File: src/logic/pia_pkg.sv
package pia_pkg;

	// Widths
	localparam int DATA_W = 8;
	localparam int NUM_PORTS = 2;
	localparam int NUM_EV = 4;
	localparam int CTL_WR_W = 6;

	// Register byte offsets
	localparam logic [7:0] OFF_A_DATA = 8'h00;
	localparam logic [7:0] OFF_A_DIR = 8'h04;
	localparam logic [7:0] OFF_A_CTL = 8'h08;
	localparam logic [7:0] OFF_B_DATA = 8'h0c;
	localparam logic [7:0] OFF_B_DIR = 8'h10;
	localparam logic [7:0] OFF_B_CTL = 8'h14;
	localparam logic [7:0] OFF_IRQ_STATUS = 8'h18;
	localparam logic [7:0] OFF_IRQ_MASK = 8'h1c;

	// Control register field positions
	localparam int CTL_IRQ1_EN = 0;
	localparam int CTL_EDGE1 = 1;
	localparam int CTL_IRQ2_EN = 3;
	localparam int CTL_EDGE2 = 4;
	localparam int CTL_AUX_OUT = 5;
	localparam int CTL_FLAG2 = 6;
	localparam int CTL_FLAG1 = 7;

	// Output modes of the aux line, control bits 5..3
	localparam logic [2:0] MODE_HANDSHAKE = 3'h4;
	localparam logic [2:0] MODE_PULSE = 3'h5;
	localparam logic [2:0] MODE_LOW = 3'h6;
	localparam logic [2:0] MODE_HIGH = 3'h7;

	// Interrupt status bit positions
	localparam int ST_A1 = 0;
	localparam int ST_A2 = 1;
	localparam int ST_B1 = 2;
	localparam int ST_B2 = 3;

	// Reset values
	localparam logic [CTL_WR_W-1:0] CTL_RST = 6'h00;
	localparam logic [DATA_W-1:0] DATA_RST = 8'h00;
	localparam logic [DATA_W-1:0] DIR_RST = 8'h00;
	localparam logic [NUM_EV-1:0] MASK_RST = 4'h0;
	localparam logic AUX_RST = 1'b1;

	// Synchroniser lane layout
	localparam int SYNC_W = 20;
	localparam int SY_A_PINS = 0;
	localparam int SY_B_PINS = 8;
	localparam int SY_A_STB = 16;
	localparam int SY_A_AUX = 18;

	typedef struct packed {
		logic [SYNC_W-1:0] s1;
		logic [SYNC_W-1:0] s2;
	} pia_sync_s;

	typedef struct packed {
		logic [CTL_WR_W-1:0] ctl;
		logic flag1;
		logic flag2;
		logic stb_prev;
		logic aux_prev;
		logic armed;
		logic aux_out;
		logic irq_n;
	} pia_ctl_s;

	typedef struct packed {
		logic [DATA_W-1:0] ctl_rd;
		logic ev1;
		logic ev2;
		logic aux_out;
		logic aux_oe;
		logic irq_n;
	} pia_ctl_out_s;

	typedef struct packed {
		logic [DATA_W-1:0] a_data;
		logic [DATA_W-1:0] a_dir;
		logic [DATA_W-1:0] b_data;
		logic [DATA_W-1:0] b_dir;
		logic [NUM_EV-1:0] status;
		logic [NUM_EV-1:0] mask;
		logic wr_pend;
		logic [7:0] wr_addr;
		logic [31:0] rdata;
		logic ready;
		logic resp;
		logic irq;
	} pia_top_s;

endpackage : pia_pkg

File: src/logic/pia_top.sv
`timescale 1ns/1ps
// Notes on behaviour
// - Two 8-bit ports, each bit set as input or output by software.
// - Four control inputs, two per port, for interrupts or handshakes.
// - Active strobe edge sets flag 7; control bit 1 picks rising edge.
// - Bit 0 set lets flag 7 pull the port interrupt low.
// - Aux line input when bit 5 clear; its edge, per bit 4, sets flag 6.
// - In input mode, bit 3 set lets flag 6 pull the interrupt low.
// - Port A handshake: aux high on strobe edge, low on data read.
// - Port A pulse mode: aux low one cycle after each data read.
// - Port A manual mode: aux low for 110, high for 111.
// - Port B handshake: aux low on data write, high on strobe edge.
// - Port B pulse mode: aux low one cycle after each data write.
// - Port B manual mode: aux low for 110, high for 111.
module pia_top
	import pia_pkg::*;
(
	input wire logic hclk,
	input wire logic hresetn,
	input wire logic hsel,
	input wire logic [31:0] haddr,
	input wire logic [1:0] htrans,
	input wire logic hwrite,
	input wire logic [2:0] hsize,
	input wire logic [31:0] hwdata,
	input wire logic hready,
	output logic hreadyout,
	output logic hresp,
	output logic [31:0] hrdata,
	input wire logic [DATA_W-1:0] port_a_in,
	output logic [DATA_W-1:0] port_a_out,
	output logic [DATA_W-1:0] port_a_oe,
	input wire logic [DATA_W-1:0] port_b_in,
	output logic [DATA_W-1:0] port_b_out,
	output logic [DATA_W-1:0] port_b_oe,
	input wire logic port_a_strobe_in,
	input wire logic port_b_strobe_in,
	input wire logic port_a_aux_line_in,
	output logic port_a_aux_line_out,
	output logic port_a_aux_line_oe,
	input wire logic port_b_aux_line_in,
	output logic port_b_aux_line_out,
	output logic port_b_aux_line_oe,
	output logic port_a_irq_n,
	output logic port_b_irq_n,
	output logic irq
);
	pia_top_s q, d;

	// Synchronised copies of every pin input
	logic [SYNC_W-1:0] pins_async;
	logic [SYNC_W-1:0] pins_sync;
	logic [DATA_W-1:0] a_pins;
	logic [DATA_W-1:0] b_pins;

	// Per-port control channel wiring
	logic [NUM_PORTS-1:0] ctl_wr;
	logic [NUM_PORTS-1:0] access;
	logic [NUM_PORTS-1:0] flag_clr;
	pia_ctl_out_s ctl_out [NUM_PORTS];

	// Bus decode
	logic addr_take;
	logic rd_take;
	logic wr_take;
	logic mapped;
	logic [7:0] rd_off;
	logic [7:0] wr_off;
	logic wr_commit;
	logic rd_a_data;
	logic rd_b_data;
	logic wr_b_data;
	logic [31:0] rd_word;
	logic [DATA_W-1:0] a_rd_val;
	logic [DATA_W-1:0] b_rd_val;
	logic [NUM_EV-1:0] events;
	logic [NUM_EV-1:0] w1c;

	// Gather pin inputs into the synchroniser lanes
	assign pins_async = {port_b_aux_line_in, port_a_aux_line_in,
		port_b_strobe_in, port_a_strobe_in, port_b_in, port_a_in};

	pia_sync u_sync (
		.hclk(hclk),
		.hresetn(hresetn),
		.async_in(pins_async),
		.sync_out(pins_sync)
	);

	assign a_pins = pins_sync[SY_A_PINS +: DATA_W];
	assign b_pins = pins_sync[SY_B_PINS +: DATA_W];

	// One control channel per port: flags, aux line and irq
	generate
		for (genvar p = 0; p < NUM_PORTS; p++) begin : g_port
			pia_port_ctl u_ctl (
				.hclk(hclk),
				.hresetn(hresetn),
				.strobe_in(pins_sync[SY_A_STB + p]),
				.aux_in(pins_sync[SY_A_AUX + p]),
				.ctl_wr(ctl_wr[p]),
				.ctl_wdata(hwdata[CTL_WR_W-1:0]),
				.access(access[p]),
				.flag_clr(flag_clr[p]),
				.ctl_out(ctl_out[p])
			);
		end
	endgenerate

	// Address phase qualification; only word transfers are expected
	always_comb begin
		addr_take = hsel && htrans[1] && hready;
		mapped = (haddr[31:8] == 24'h000000) && (haddr[1:0] == 2'h0);
		rd_take = addr_take && !hwrite;
		wr_take = addr_take && hwrite;
		rd_off = haddr[7:0];
		wr_off = q.wr_addr;
		wr_commit = q.wr_pend;
	end

	// Side-effect strobes from data accesses, plus the control register write strobes
	always_comb begin
		rd_a_data = rd_take && mapped && (rd_off == OFF_A_DATA);
		rd_b_data = rd_take && mapped && (rd_off == OFF_B_DATA);
		wr_b_data = wr_commit && (wr_off == OFF_B_DATA);
		access[0] = rd_a_data;
		access[1] = wr_b_data;
		flag_clr[0] = rd_a_data;
		flag_clr[1] = rd_b_data;
		ctl_wr[0] = wr_commit && (wr_off == OFF_A_CTL);
		ctl_wr[1] = wr_commit && (wr_off == OFF_B_CTL);
	end

	// Port read value: output bits echo the latch, input bits the pins
	always_comb begin
		a_rd_val = (q.a_dir & q.a_data) | (~q.a_dir & a_pins);
		b_rd_val = (q.b_dir & q.b_data) | (~q.b_dir & b_pins);
	end

	// Read multiplexer; unmapped addresses read as zero
	always_comb begin
		rd_word = 32'h00000000;
		if (mapped) begin
			unique case (rd_off)
				OFF_A_DATA: rd_word[DATA_W-1:0] = a_rd_val;
				OFF_A_DIR: rd_word[DATA_W-1:0] = q.a_dir;
				OFF_A_CTL: rd_word[DATA_W-1:0] = ctl_out[0].ctl_rd;
				OFF_B_DATA: rd_word[DATA_W-1:0] = b_rd_val;
				OFF_B_DIR: rd_word[DATA_W-1:0] = q.b_dir;
				OFF_B_CTL: rd_word[DATA_W-1:0] = ctl_out[1].ctl_rd;
				OFF_IRQ_STATUS: rd_word[NUM_EV-1:0] = q.status;
				OFF_IRQ_MASK: rd_word[NUM_EV-1:0] = q.mask;
				default: rd_word = 32'h00000000;
			endcase
		end
	end

	// Flag-setting events feed the sticky status bits
	always_comb begin
		events = '0;
		events[ST_A1] = ctl_out[0].ev1;
		events[ST_A2] = ctl_out[0].ev2;
		events[ST_B1] = ctl_out[1].ev1;
		events[ST_B2] = ctl_out[1].ev2;
		w1c = '0;
		if (wr_commit && (wr_off == OFF_IRQ_STATUS)) begin
			w1c = hwdata[NUM_EV-1:0];
		end
	end

	// Next state of the bus slave and the register file
	always_comb begin
		d = q;
		d.resp = 1'b0;
		// Mapped writes take one wait state so data lands before the next access
		if (wr_commit) begin
			d.wr_pend = 1'b0;
			d.ready = 1'b1;
			unique case (wr_off)
				OFF_A_DATA: d.a_data = hwdata[DATA_W-1:0];
				OFF_A_DIR: d.a_dir = hwdata[DATA_W-1:0];
				OFF_B_DATA: d.b_data = hwdata[DATA_W-1:0];
				OFF_B_DIR: d.b_dir = hwdata[DATA_W-1:0];
				OFF_IRQ_MASK: d.mask = hwdata[NUM_EV-1:0];
				default: d.mask = q.mask;
			endcase
		end
		if (wr_take) begin
			d.wr_pend = mapped;
			d.wr_addr = rd_off;
			d.ready = !mapped;
		end
		// Read data is registered at the address phase edge
		if (rd_take) begin
			d.rdata = rd_word;
		end
		// Sticky status: a new event wins over a clear
		d.status = (q.status & ~w1c) | events;
		d.irq = |(d.status & d.mask);
	end

	// State registers
	always_ff @(posedge hclk or negedge hresetn) begin
		if (!hresetn) begin
			q <= '{a_data: DATA_RST, a_dir: DIR_RST, b_data: DATA_RST,
				b_dir: DIR_RST, mask: MASK_RST, ready: 1'b1,
				default: '0};
		end else begin
			q <= d;
		end
	end

	// Outputs
	assign hreadyout = q.ready;
	assign hresp = q.resp;
	assign hrdata = q.rdata;
	assign port_a_out = q.a_data;
	assign port_a_oe = q.a_dir;
	assign port_b_out = q.b_data;
	assign port_b_oe = q.b_dir;
	assign port_a_aux_line_out = ctl_out[0].aux_out;
	assign port_a_aux_line_oe = ctl_out[0].aux_oe;
	assign port_b_aux_line_out = ctl_out[1].aux_out;
	assign port_b_aux_line_oe = ctl_out[1].aux_oe;
	assign port_a_irq_n = ctl_out[0].irq_n;
	assign port_b_irq_n = ctl_out[1].irq_n;
	assign irq = q.irq;
endmodule : pia_top

File: src/logic/pia_sync.sv
`timescale 1ns/1ps
module pia_sync
	import pia_pkg::*;
(
	input wire logic hclk,
	input wire logic hresetn,
	input wire logic [SYNC_W-1:0] async_in,
	output logic [SYNC_W-1:0] sync_out
);
	pia_sync_s q, d;

	// Two-stage chain; only the second stage is seen outside
	always_comb begin
		d = q;
		d.s1 = async_in;
		d.s2 = q.s1;
	end

	// State registers
	always_ff @(posedge hclk or negedge hresetn) begin
		if (!hresetn) begin
			q <= '0;
		end else begin
			q <= d;
		end
	end

	assign sync_out = q.s2;
endmodule : pia_sync

File: src/logic/pia_port_ctl.sv
`timescale 1ns/1ps
module pia_port_ctl
	import pia_pkg::*;
(
	input wire logic hclk,
	input wire logic hresetn,
	input wire logic strobe_in,
	input wire logic aux_in,
	input wire logic ctl_wr,
	input wire logic [CTL_WR_W-1:0] ctl_wdata,
	input wire logic access,
	input wire logic flag_clr,
	output pia_ctl_out_s ctl_out
);
	pia_ctl_s q, d;
	logic ev1;
	logic ev2;
	logic [2:0] mode;

	// Edge detection on synchronised lines, polarity per control bit
	always_comb begin
		mode = q.ctl[CTL_AUX_OUT:CTL_IRQ2_EN];
		ev1 = q.armed && (q.ctl[CTL_EDGE1] ? (strobe_in && !q.stb_prev)
			: (!strobe_in && q.stb_prev));
		ev2 = q.armed && !q.ctl[CTL_AUX_OUT] && (q.ctl[CTL_EDGE2]
			? (aux_in && !q.aux_prev) : (!aux_in && q.aux_prev));
	end

	// Next state
	always_comb begin
		d = q;
		d.stb_prev = strobe_in;
		d.aux_prev = aux_in;
		d.armed = 1'b1;
		// Only bits 0..5 are writable
		if (ctl_wr) begin
			d.ctl = ctl_wdata;
		end
		// A data read clears flags; a new edge wins
		if (flag_clr) begin
			d.flag1 = 1'b0;
			d.flag2 = 1'b0;
		end
		if (ev1) begin
			d.flag1 = 1'b1;
		end
		if (ev2) begin
			d.flag2 = 1'b1;
		end
		// Aux line output behaviour
		unique case (mode)
			MODE_HANDSHAKE: begin
				if (ev1) begin
					d.aux_out = 1'b1;
				end else if (access) begin
					d.aux_out = 1'b0;
				end
			end
			MODE_PULSE: d.aux_out = !access;
			MODE_LOW: d.aux_out = 1'b0;
			MODE_HIGH: d.aux_out = 1'b1;
			default: d.aux_out = AUX_RST;
		endcase
		// Active-low interrupt from enabled flags
		d.irq_n = !((d.flag1 && d.ctl[CTL_IRQ1_EN])
			|| (d.flag2 && d.ctl[CTL_IRQ2_EN]
			&& !d.ctl[CTL_AUX_OUT]));
	end

	// State registers
	always_ff @(posedge hclk or negedge hresetn) begin
		if (!hresetn) begin
			q <= '{ctl: CTL_RST, aux_out: AUX_RST, irq_n: 1'b1,
				default: 1'b0};
		end else begin
			q <= d;
		end
	end

	// Outputs straight from state, except ev1 and ev2, which also use the line inputs
	always_comb begin
		ctl_out.ctl_rd = {q.flag1, q.flag2, q.ctl};
		ctl_out.ev1 = ev1;
		ctl_out.ev2 = ev2;
		ctl_out.aux_out = q.aux_out;
		ctl_out.aux_oe = q.ctl[CTL_AUX_OUT];
		ctl_out.irq_n = q.irq_n;
	end
endmodule : pia_port_ctl

File: config.mk
export PLATFORM = sky130hd
export DESIGN_NAME = pia_top
export DESIGN_NICKNAME = d
export VERILOG_FILES = /design/src/logic/pia_pkg.sv /design/src/logic/pia_top.sv /design/src/logic/pia_sync.sv /design/src/logic/pia_port_ctl.sv
export SDC_FILE = /design/constraint.sdc
export NUM_CORES = 1
export LEC_CHECK = 0
export ABC_AREA = 1
export BUFFER_PORTS_ARGS = -buffer_cell sky130_fd_sc_hd__buf_2
export CAP_MARGIN = 20
export CORE_ASPECT_RATIO = 1.5
export CORE_MARGIN = 5
export CORE_UTILIZATION = 50
export DETAILED_ROUTE_END_ITERATION = 8
export PLACE_DENSITY_LB_ADDON = 0.12
export SKIP_CTS_REPAIR_TIMING = 1
export SYNTH_ARGS = -nofsm -noshare
export SYNTH_HDL_FRONTEND = slang
export SYNTH_SLANG_ARGS = --single-unit
File: constraint.sdc
create_clock -name hclk -period 2.4 [get_ports hclk]
set_input_delay 0.24 -clock hclk [delete_from_list [all_inputs] [get_ports hclk]]
set_output_delay 0.24 -clock hclk [all_outputs]
set_load 0.03 [all_outputs]
; ---- Word-level counts from Yosys, hierarchy flattened
; Index checks and enable logic that the tools add are counted.
[totals]
input_bits = 94
ff_bits = 148
wordCells = 153
[op_classes]
bitwise_logic = 12
n_mux = 27
n_reduce_logical = 62
n_eq_ne = 22
[ops]
columns = cell, count
row1 = "equality test 8 x 5 -> 1 bit, second input constant", 8
row2 = AND 8 bit, 4
row3 = "equality test 8 x 4 -> 1 bit, second input constant", 4
row4 = logical AND 1 bit, 32
row5 = one-hot mux 4 bit (8 select lines), 1
row6 = zero test 24 bit, 1
row7 = one-hot mux 4 bit (6 select lines), 1
row8 = "equality test 3 bit, second input constant", 6
row9 = zero test 1 bit, 18
row10 = "equality test 8 x 3 -> 1 bit, second input constant", 2
row11 = zero test 8 bit, 2
row12 = inverter 8 bit, 2
row13 = bitwise OR 8 bit, 2
row14 = two-way mux 1 bit, 14
row15 = two-way mux 6 bit, 2
row16 = two-way mux 9 bit, 1
row17 = AND 4 bit, 2
row18 = two-way mux 4 bit, 2
row19 = two-way mux 8 bit, 1
row20 = AND reduction 2 bit, 4
row21 = "!= test 3 x 1 -> 1 bit, second input constant", 2
row22 = one-hot mux 1 bit (3 select lines), 2
row23 = two-way mux 5 bit, 1
row24 = two-way mux 2 bit, 2
row25 = other kinds (6), 7

; ---- Depth between registers and ports, before layout
; Gate-level depths: netlist (run 1).
[depth]
depth_word = 11
ltp_mapped = 11

; ---- Modules after synthesis
; Synthesis (run 1) repeated with hierarchy kept, for this count alone.
[unflattened]
cells_unflattened = 720
area_unflattened_um2 = 6137.1
[by_module_without_submodules]
columns = module, seq_area_each_um2, area_each_um2, cells_per_inst, n_inst
row1 = pia_top, 1477.7, 3822.4, 526, 1
row2 = pia_port_ctl, 327.8, 656.9, 77, 2
row3 = pia_sync, 1001.0, 1001.0, 40, 1

; ---- Worst setup path after synthesis (run 1)
; Ideal clock, no wire load.
[synth_path]
kind = register to register
startpoint = register q, in the netlist wr_off[7]
endpoint = register g_port[0].u_ctl.q, in the netlist g_port[0].u_ctl.ctl_out[0]
setup_slack_ns = 1.003
path_stages_with_launch = 11
required_ns = 2.328
path_buffers = 1
arrival_ns = 1.325
cell_sequence = dfrtp_1 > nor2_1 > nor3b_4 > nand2_1 > buf_2 > nand2_1 > o21ai_1 > nor2_1 > nand2_1 > nand2_1 > inv_1
[synth_rtl]
columns = element, line_no
row1 = from (decl), pia_top.sv:48  ; pia_top_s q, d;
row2 = from (signal assigned), pia_top.sv:205  ; q <= '{a_data: DATA_RST, a_dir: DIR_RST, b_data: DATA_RST,
row3 = to (signal assigned), pia_port_ctl.sv:73  ; q <= '{ctl: CTL_RST, aux_out: AUX_RST, irq_n: 1'b1,
row4 = to (decl), pia_port_ctl.sv:15  ; pia_ctl_s q, d;

; ---- Final worst setup path (run 1)
[layout_path]
startpoint = register q, in the netlist wr_off[7]
endpoint = register g_port[1].u_ctl.q, in the netlist g_port[1].u_ctl.ctl_out[2]
[layout_between]
elab_chain_cells = 4
elab_cells_between_ends = 5
[layout_rtl]
columns = element, line_no
row1 = equality test 8 x 4 -> 1 bit (*), pia_top.sv:125  ; wr_b_data = wr_commit && (wr_off == OFF_B_DATA);
row2 = logical AND 1 bit (*), pia_top.sv:125
row3 = zero test 1 bit, pia_port_ctl.sv:59  ; MODE_PULSE: d.aux_out = !access;
row4 = one-hot mux 1 bit (3 select lines), pia_port_ctl.sv:51  ; unique case (mode)
row5 = to (signal assigned), pia_port_ctl.sv:73
row6 = to (decl), pia_port_ctl.sv:15
; Every way passes the cells marked *; elsewhere a longest branch is shown, timed or not.
; A chain may end at the register's enable or synchronous reset.

==> results of run 1 <==
==> through the flow <==
stage | hold slack, ps | area (um^2) | cells
after floorplan | -55.6 | 5680 | 669
after global placement | 331 | 5960 | 860
after detailed placement | 335 | 5960 | 860
after CTS | -76.4 | 6540 | 892
after global routing | 74.4 | 6750 | 913
final | 67.4 | 6750 | 913
==> cell usage in the layout, fill, tap and decap left out, drive strengths merged <==
cell type	n
clkbuf	19
clkinv	8
a21oi	5
bufinv	2
inv	63
nor3	5
dfrtp	119
nand3	40
dlygate4sd3	21
o211ai	1
nor2	41
buf	117
conb	26
o21ai	80
mux2	3
nand3b	2
nand2	197
nor3b	1
and2	1
clkinvlp	2
nand4	6
dfstp	5
or2	1
o31ai	1
==> layout make-up <==
class	instances	area, um^2
sequential	124	3110
clock inverter	13	143
tap	147	184
fill	1007	4250
inverter	62	233
clock buffer	19	443
multi-input combinational	410	1820
timing repair buffer	138	821
==> power by group <==
part	total, W	internal (W)	switching [W]
logic	0.000301	0.0000999	0.000201
clock network	0.00249	0.00156	0.000931
registers	0.00219	0.00216	0.0000364
==> layer usage <==
metal  global-route usage, %  vias up  wire (um)
met5                       0        -          0
met4                    8.20        0        393
met3                    5.40       21        914
met2                    37.1      158       7250
met1                    24.8     2068       5440
li1                        -     2167          -
==> worst max-delay path, cell delays in order (launching register included) <==
cell	delay, ps
dfrtp_1	370
nor2_1	160
nor3b_4	320
nand2_1	450
o21ai_0	320
nand3_1	100
==> cells by family (layout without fill, tap and decap cells) <==
family | Yosys count | count (layout) | synth area share, %
buffers and inverters | 135 | 232 | 13.5
muxes | 3 | 3 | 0.604
and+or+nand+nor | 294 | 294 | 22.3
AOI/OAI and AO/OA | 87 | 87 | 7.87
DFF | 124 | 124 | 55.6
other | 2 | 26 | 0.134
==> worst paths after layout <==
kind,to,cells past startpoint,slack [ps],from
min in group asynchronous,u_sync.d[2],3,460,hresetn
setup reg to reg,g_port[1].u_ctl.ctl_out[2],5,600,wr_off[7]
max in group asynchronous,q[46],3,1420,hresetn
hold / removal,g_port[1].u_ctl.ctl_out[9],3,70,hwdata[4]
hold reg to reg,u_sync.sync_out[16],0,340,u_sync.d[16]
setup / recovery,g_port[1].u_ctl.ctl_out[2],5,600,wr_off[7]
==> run summary, run 1 <==
Data required, critical path: 2730 ps
Synth Cell Area: 5590 um^2
EDFF count, synth: 0
final net count: 847
WS Path Type: reg2reg
H-tree depth: 4
Routed WL: 14.0 mm
total number of vias: 4414
TritonCTS buffer count: 17
outcome: finished clean
P_leak: 3.60 nW
DR vias/cell: 4.83
clk_skew: 7.66 ps
RSZ-0062 raised after global routing: false
top_reg_cell synth: dfrtp_1
core area: 11000 um^2
endpoints failing hold: 0
RePlAce Congestion: 0.895
CTS tree: built
Yosys reg bits: 124
maxcap violations: 0
clk_lat worst skew: 410 ps
Commonest cells post-synth: nand2_1, dfrtp_1, o21ai_0
DRT antenna net count: 0
Seq/Total Area, Yosys: 55.6%
Die H: 140 um
Mean Syn Cell Area: 8.67 um^2
final core occ: 61.4%
largest cells by area after synthesis: dfrtp_1, nand2_1, buf_4
global-route wire length before repair: 21.7 mm
final worst path period share: 74.9%
DR WL/cell: 15.3 um
Detail Placement HPWL: 10.2 mm
post-layout minimum cycle time: 1800 ps
Place WS: 598 ps
vias in the first global route: 4396
area of the die: 13400 um^2
TNS Setup: 0 ps
largest net degree at the start of global routing: 125
area grow syn2layout: 20.7%
I/O Buffers: 113
die extent in x: 96.4 um
initial antenna violation count: 0
Mapped Cells: 645
Design Power: 0.00499 W
WP data arrival: 2130 ps
final worst setup slack: 603 ps
# diodes: 0
TritonCTS Sinks: 124
maximum VDD drop: 641 uV
DRC Markers: 0
Setup crit start kind: register
Site Rows: 47
GRT overflow: 0
layout cells sized above 1: 21.8%
initial DRC count: 321
IO Pins: 167
ys async rst share: 100%
Initial Util: 50.9%
Root Buffer: clkbuf_16
CP Capture Type: register
Yosys top cell area share: 53.2%
Clock transition at path regs: 60 ps
HP Class: in2reg
Yosys warning count: 0
Total GRT Usage: 21.4%
count leader, synth: nand2_1
Yosys top cell by area: dfrtp_1
Distinct cells, synth: 31
Pwr per Cell Area: 739 nW/um^2
Max clock buf depth: 2
Pins Over Slew Limit: 0
drt pass-1 iters: 7
final setup violation count: 0
CP Max Fanout: 18
worst-margin pin slew: 673 ps
fmax: 0.556 GHz
max_slew headroom: 55.1%
(Power assumes the default switching activity.)
==> run 2: changes to the inputs <==
--- a/config.mk
+++ b/config.mk
@@ -5,12 +5,12 @@
 export SDC_FILE = /design/constraint.sdc
 export NUM_CORES = 1
 export LEC_CHECK = 0
-export ABC_AREA = 1
+export ABC_AREA = 0
 export BUFFER_PORTS_ARGS = -buffer_cell sky130_fd_sc_hd__buf_2
 export CAP_MARGIN = 20
 export CORE_ASPECT_RATIO = 1.5
 export CORE_MARGIN = 5
-export CORE_UTILIZATION = 50
+export CORE_UTILIZATION = 47
 export DETAILED_ROUTE_END_ITERATION = 8
 export PLACE_DENSITY_LB_ADDON = 0.12
 export SKIP_CTS_REPAIR_TIMING = 1
==> constraint.sdc (replaced) <==
create_clock -name hclk -period 1.53 [get_ports hclk]
set_input_delay 0.153 -clock hclk [delete_from_list [all_inputs] [get_ports hclk]]
set_output_delay 0.153 -clock hclk [all_outputs]
set_load 0.03 [all_outputs]
==> run 2 against run 1 <==
  * The flow now finishes with violations (setup timing)
  * Design area up 15%
  * Clock power increased by 61%
  * Via count fell by 4.2%
  * Register-to-register slack got worse by 1000 ps
  * Die area grew 7.1%
  * Final cell count is 12% lower
  * Non-clock buffer count rose by 78
  * Total power up 73%
==> run summary, run 2 <==
outcome: complete, but fails checks
failing checks: setup timing
TritonCTS Sinks: 124 (unchanged)
core area: 11900 um^2 (+8.2%)
RSZ-0062 raised after global routing: true
RePlAce Congestion: 0.886 (-1.0%)
most frequent cells in the layout: dfrtp_1, buf_2, buf_4, mux2_2, mux2_4
commonest non-fill, non-tap cell in the layout: dfrtp_1
endpoints failing hold: 0 (unchanged)
Max clock buf depth: 2 (unchanged)
vias in the first global route: 4403 (+0.16%)
EDFF count, synth: 0 (unchanged)
maxcap violations: 0 (unchanged)
Mean Syn Cell Area: 12.4 um^2 (+43%)
Yosys reg bits: 124 (unchanged)
CTS tree: built
GRT overflow: 0 (unchanged)
TritonCTS buffer count: 17 (unchanged)
die extent in x: 99.6 um (+3.4%)
final worst path period share: 129% (+54 points)
area grow syn2layout: 37.6%
placed inst area: 6780 um^2 (+14%)
crit path capture: port_b_out[7]
Synth Cell Area: 5670 um^2 (+1.3%)
post-layout minimum cycle time: 1980 ps (+178 ps)
Clock transition at path regs: 60 ps (about the same)
worst r2r dst: port_b_out[7]
Die H: 144 um (+3.5%)
Data required, critical path: 1830 ps (-900 ps)
maximum VDD drop: 1060 uV (+65%)
DRT antenna net count: 0 (unchanged)
IO Pins: 167 (unchanged)
max_slew headroom: 66.2% (+11 points)
Yosys top cell area share: 52.6% (-0.68 points)
Initial Util: 47.6% (-3.2 points)
final instance area: 7800 um^2 (+15%)
DR vias/cell: 5.25 (+8.6%)
DR WL/cell: 19.6 um (+28%)
worst r2r src: wr_off[5]
drt pass-1 iters: 5 (-2)
H-tree depth: 4 (unchanged)
crit path from: wr_off[5]
Distinct cells, synth: 65 (+110%)
largest net degree at the start of global routing: 36 (-71%)
Root Buffer: clkbuf_16
Site Rows: 49 (+4.3%)
Pins Over Slew Limit: 0 (unchanged)
Reg2Reg Setup Slack: -450 ps (-1050 ps)
I/O Buffers: 113 (unchanged)
# diodes: 0 (unchanged)
total number of vias: 4230 (-4.2%)
initial antenna violation count: 0 (unchanged)
DRC Markers: 0 (unchanged)
clk_lat worst skew: 410 ps (about the same)
count leader, synth: dfrtp_1
P_leak: 3.72 nW (+3.2%)
Commonest cells post-synth: dfrtp_1, buf_4, mux2_2
Yosys warning count: 0 (unchanged)
initial DRC count: 180 (-44%)
r2r worst-path depth: 5 (unchanged)
largest cells by area after synthesis: dfrtp_1, buf_4, mux2_2
WS Path Type: reg2reg
Detail Placement HPWL: 11.8 mm (+16%)
Yosys top cell by area: dfrtp_1
fmax: 0.506 GHz (-9.0%)
worst-margin pin slew: 506 ps (-167 ps)
layout cells sized above 1: 51.1% (+29 points)
WP data arrival: 2270 ps (+140 ps)
Mapped Cells: 456 (-29%)
CP Capture Type: register
area of the die: 14400 um^2 (+7.1%)
final worst setup slack: -446 ps (-1050 ps)
global-route wire length before repair: 23.9 mm (+10%)
CP Max Fanout: 7 (-11)
final std cells w/o fill: 806 (-12%)
Pwr per Cell Area: 1110 nW/um^2 (+50%)
Setup crit start kind: register
ys async rst share: 100% (unchanged)
Total GRT Usage: 22.4% (+1.0 points)
clk_skew: 11.8 ps (+4.10 ps)
HP Class: in2reg
top_reg_cell synth: dfrtp_1
Routed WL: 15.8 mm (+13%)
final net count: 734 (-13%)
final setup violation count: 54 (+54)
Seq/Total Area, Yosys: 54.9% (-0.71 points)
Placed Cells incl. Taps: 752 (-13%)
run 2: cell types whose count changed in the layout (fill, tap and decap cells not counted), moves of 22 or more:
cell and delta:
mux2_2 +27, nand3_1 -37, o21ai_0 -64, nor2_1 -22, buf_4 +65, inv_1 -48, mux2_4 +28, nand2_1 -177
run 2: worst min path at each step:
stage	from	endpoint	cells after the start
floorplan	hresetn	g_port[0].u_ctl.ctl_out[11]	0
global placement	hresetn	q[51]	1
detailed placement	hresetn	g_port[1].u_ctl.q[4]	1
CTS	hresetn	g_port[1].u_ctl.q[4]	1
global route	haddr[1]	wr_off[1]	2
finish	haddr[0]	wr_off[0]	2
run 2: worst max-delay path: stages (launching register included):
cell,delay [ps]
dfrtp_1,400
or4_4,580
buf_6,150
nor3_4,250
buf_12,170
mux2_4,300
run 2: area by class of cell:
cell class / instances / area [um^2]
Fill cell: 927 / 4100
Sequential cell: 124 / 3110
Multi-Input combinational cell: 269 / 2340
Timing Repair Buffer: 216 / 1510
Clock buffer: 18 / 439
Tap cell: 153 / 191
Clock inverter: 14 / 160
Inverter: 12 / 45.0
run 2: kinds of logic after synthesis:
kind of cell / synth area share, %
AO/OA/AOI/OAI: 9.63
buffers and inverters: 10.1
flip-flops: 54.9
multiplexers: 12.8
other: 0.133
AND/OR/NAND/NOR: 12.4
run 2: routing by layer:
metal  global-route usage, %  vias up  part of all wire (%)
li1                        -     1938                     -
met1                    26.2     2110                    39
met2                    39.6      154                    52
met3                    5.50       28                   5.9
met4                    8.78        0                   2.7
met5                       0        -                     0
run 2: stage by stage:
step | TNS [ps] | total power, W | hold slack [ps] | setup slack (ps) | utilization, %
2_1_floorplan | -8320 | 0.00415 | -143 | -315 | -
3_3_place_gp | -16540 | 0.00453 | 145 | -409 | 57.0
3_5_place_dp | -18760 | 0.00456 | 156 | -419 | 57.0
4_1_cts | -17000 | 0.00859 | -288 | -429 | 62.1
5_1_grt | -18400 | 0.00894 | 30.5 | -482 | 65.6
6_report | -15720 | 0.00863 | 31.9 | -446 | 65.6
run 2: power breakdown:
group	switching [W]	internal (W)
sequential	0.000128	0.00345
combinational	0.000571	0.000457
clock	0.00155	0.00247
==> run 3: changes to the inputs <==
--- a/config.mk
+++ b/config.mk
@@ -14,6 +14,7 @@
 export DETAILED_ROUTE_END_ITERATION = 8
 export PLACE_DENSITY_LB_ADDON = 0.12
 export SKIP_CTS_REPAIR_TIMING = 1
+export SKIP_LAST_GASP = 1
 export SYNTH_ARGS = -nofsm -noshare
 export SYNTH_HDL_FRONTEND = slang
 export SYNTH_SLANG_ARGS = --single-unit
==> constraint.sdc (replaced) <==
create_clock -name hclk -period 1.65 [get_ports hclk]
set_input_delay 0.165 -clock hclk [delete_from_list [all_inputs] [get_ports hclk]]
set_output_delay 0.165 -clock hclk [all_outputs]
set_load 0.03 [all_outputs]
==> run 3 against run 2 <==
  * The run still ends with setup timing left
  * Critical endpoint is now port_a_oe[0]
  * Clock skew down 3.5 ps
  * Critical path depth unchanged
  * Worst hold slack worse by 14 ps
  * Design area down 2.6%
  * Die area unchanged
==> run summary, run 3 (synthesis results as in run 2) <==
global-route wire length before repair: 23.9 mm (about the same)
TritonCTS buffer count: 17 (unchanged)
maxcap violations: 0 (unchanged)
final std cells w/o fill: 802 (-0.50%)
final worst setup slack: -285 ps (+160 ps)
maximum VDD drop: 693 uV (-34%)
Total GRT Usage: 22.2% (-0.25 points)
endpoints failing hold: 0 (unchanged)
RSZ-0062 raised after global routing: true
post-layout minimum cycle time: 1940 ps (-40.4 ps)
Setup crit start kind: register
core area: 11900 um^2 (unchanged)
vias in the first global route: 4391 (-0.27%)
Routed WL: 15.6 mm (-1.6%)
CP Max Fanout: 3 (-4)
final core occ: 63.9% (-1.7 points)
HP Class: in2reg
# diodes: 0 (unchanged)
CTS tree: built
RePlAce Congestion: 0.840 (-5.2%)
Design Power: 0.00786 W (-9.0%)
Placed Cells incl. Taps: 746 (-0.80%)
worst path cell trace: or4_4, nor4_4, nand3_2, buf_4, mux2_1
area grow syn2layout: 34.1%
P_leak: 3.65 nW (-1.9%)
final setup violation count: 34 (-37%)
Initial Util: 47.6% (unchanged)
Pwr per Cell Area: 1030 nW/um^2 (-6.5%)
max_slew headroom: 63.6% (-2.6 points)
largest net degree at the start of global routing: 41 (+14%)
WP data arrival: 2220 ps (-50 ps)
Slowest-stage cell, CP: or4_4
Site Rows: 49 (unchanged)
placed inst area: 6670 um^2 (-1.6%)
initial antenna violation count: 0 (unchanged)
DRT antenna net count: 0 (unchanged)
area of the die: 14400 um^2 (unchanged)
CP Capture Type: register
IO Pins: 167 (unchanged)
final net count: 730 (-0.54%)
WS Path Type: reg2reg
GRT overflow: 0 (unchanged)
hold slack: 18.4 ps (-13.5 ps)
clk_skew: 8.29 ps (-3.48 ps)
failing checks: setup timing
hold_sp: haddr[1]
Root Buffer: clkbuf_16
worst r2r src: wr_off[5]
worst-margin pin slew: 545 ps (+38.4 ps)
r2r worst-path depth: 5 (unchanged)
TritonCTS Sinks: 124 (unchanged)
clk_lat worst skew: 410 ps (about the same)
DRC Markers: 0 (unchanged)
DR vias/cell: 5.21 (-0.69%)
drt pass-1 iters: 4 (-1)
H-tree depth: 4 (unchanged)
Min-Delay Endpoint: wr_off[1]
crit-path max cell delay: 570 ps (about the same)
I/O Buffers: 113 (unchanged)
Detail Placement HPWL: 11.5 mm (-2.3%)
DR WL/cell: 19.4 um (-1.1%)
layout cells sized above 1: 48.7% (-2.5 points)
most frequent cells in the layout: dfrtp_1, buf_2, buf_4, mux2_2, conb_1
fmax: 0.517 GHz (+2.1%)
Reg2Reg Setup Slack: -290 ps (+160 ps)
final worst path period share: 117% (-12 points)
final instance area: 7600 um^2 (-2.6%)
crit path from: wr_off[5]
die extent in x: 99.6 um (unchanged)
filler cell count: 951 (+2.6%)
Data required, critical path: 1940 ps (+110 ps)
outcome: complete, but fails checks
Pins Over Slew Limit: 0 (unchanged)
commonest non-fill, non-tap cell in the layout: dfrtp_1
total number of vias: 4180 (-1.2%)
Die H: 144 um (unchanged)
initial DRC count: 260 (+44%)
Clock transition at path regs: 60 ps (about the same)
Max clock buf depth: 2 (unchanged)
hold-critical path depth: 2 (unchanged)
worst r2r dst: port_a_oe[0]
[run 3: cell count changes in the layout (fill, tap and decap cells not counted), sizes merged]
cell / before / now
clkbuf: 18 / 21
clkinv: 4 / 6
clkinvlp: 3 / 2
buf: 195 / 191
inv: 17 / 13
[run 3: worst max-delay path: cells and delay by family, from the launching register on]
family        cells  cell delay, ps
buf+inv           1             190
flops             1             400
mux               1             300
simple gates      3             920
[run 3: worst max path at each step]
stage	slack (ps)	end	cells after the start
after global placement	-360	hrdata[1]	7
after global routing	-340	port_a_oe[0]	5
after detailed placement	-350	hrdata[1]	7
final	-290	port_a_oe[0]	5
after floorplan	-200	irq	6
after CTS	-350	port_b_out[3]	5
[run 3: layer usage]
metal / GRT usage (%) / share of wire [%] / up-vias
met4: 7.99 / 2.3 / 0
met5: 0 / 0 / -
li1: - / - / 1928
met3: 5.07 / 6.1 / 27
met1: 26.8 / 39 / 2069
met2: 38.6 / 52 / 156
[run 3: per-stage QoR]
step | setup slack, ps | setup TNS, ps
floorplan | -195 | -4230
global placement | -363 | -10050
detailed placement | -351 | -10210
CTS | -352 | -8580
global route | -341 | -8960
finish | -285 | -7380
[run 3: cell type report]
class	count	area, um^2	share of cell area [%]
clock buffer	21	460	6.06
clock inverter	11	118	1.55
inverter	12	45.0	0.593
multi-input combinational	269	2230	29.3
sequential	124	3110	40.9
tap	153	191	2.52
timing repair buffer	212	1450	19.0
[run 3: power by group]
| part | switching, W | internal (W) |
|---|---|---|
| logic | 0.000503 | 0.000399 |
| clock network | 0.00134 | 0.00229 |
| registers | 0.000120 | 0.00320 |
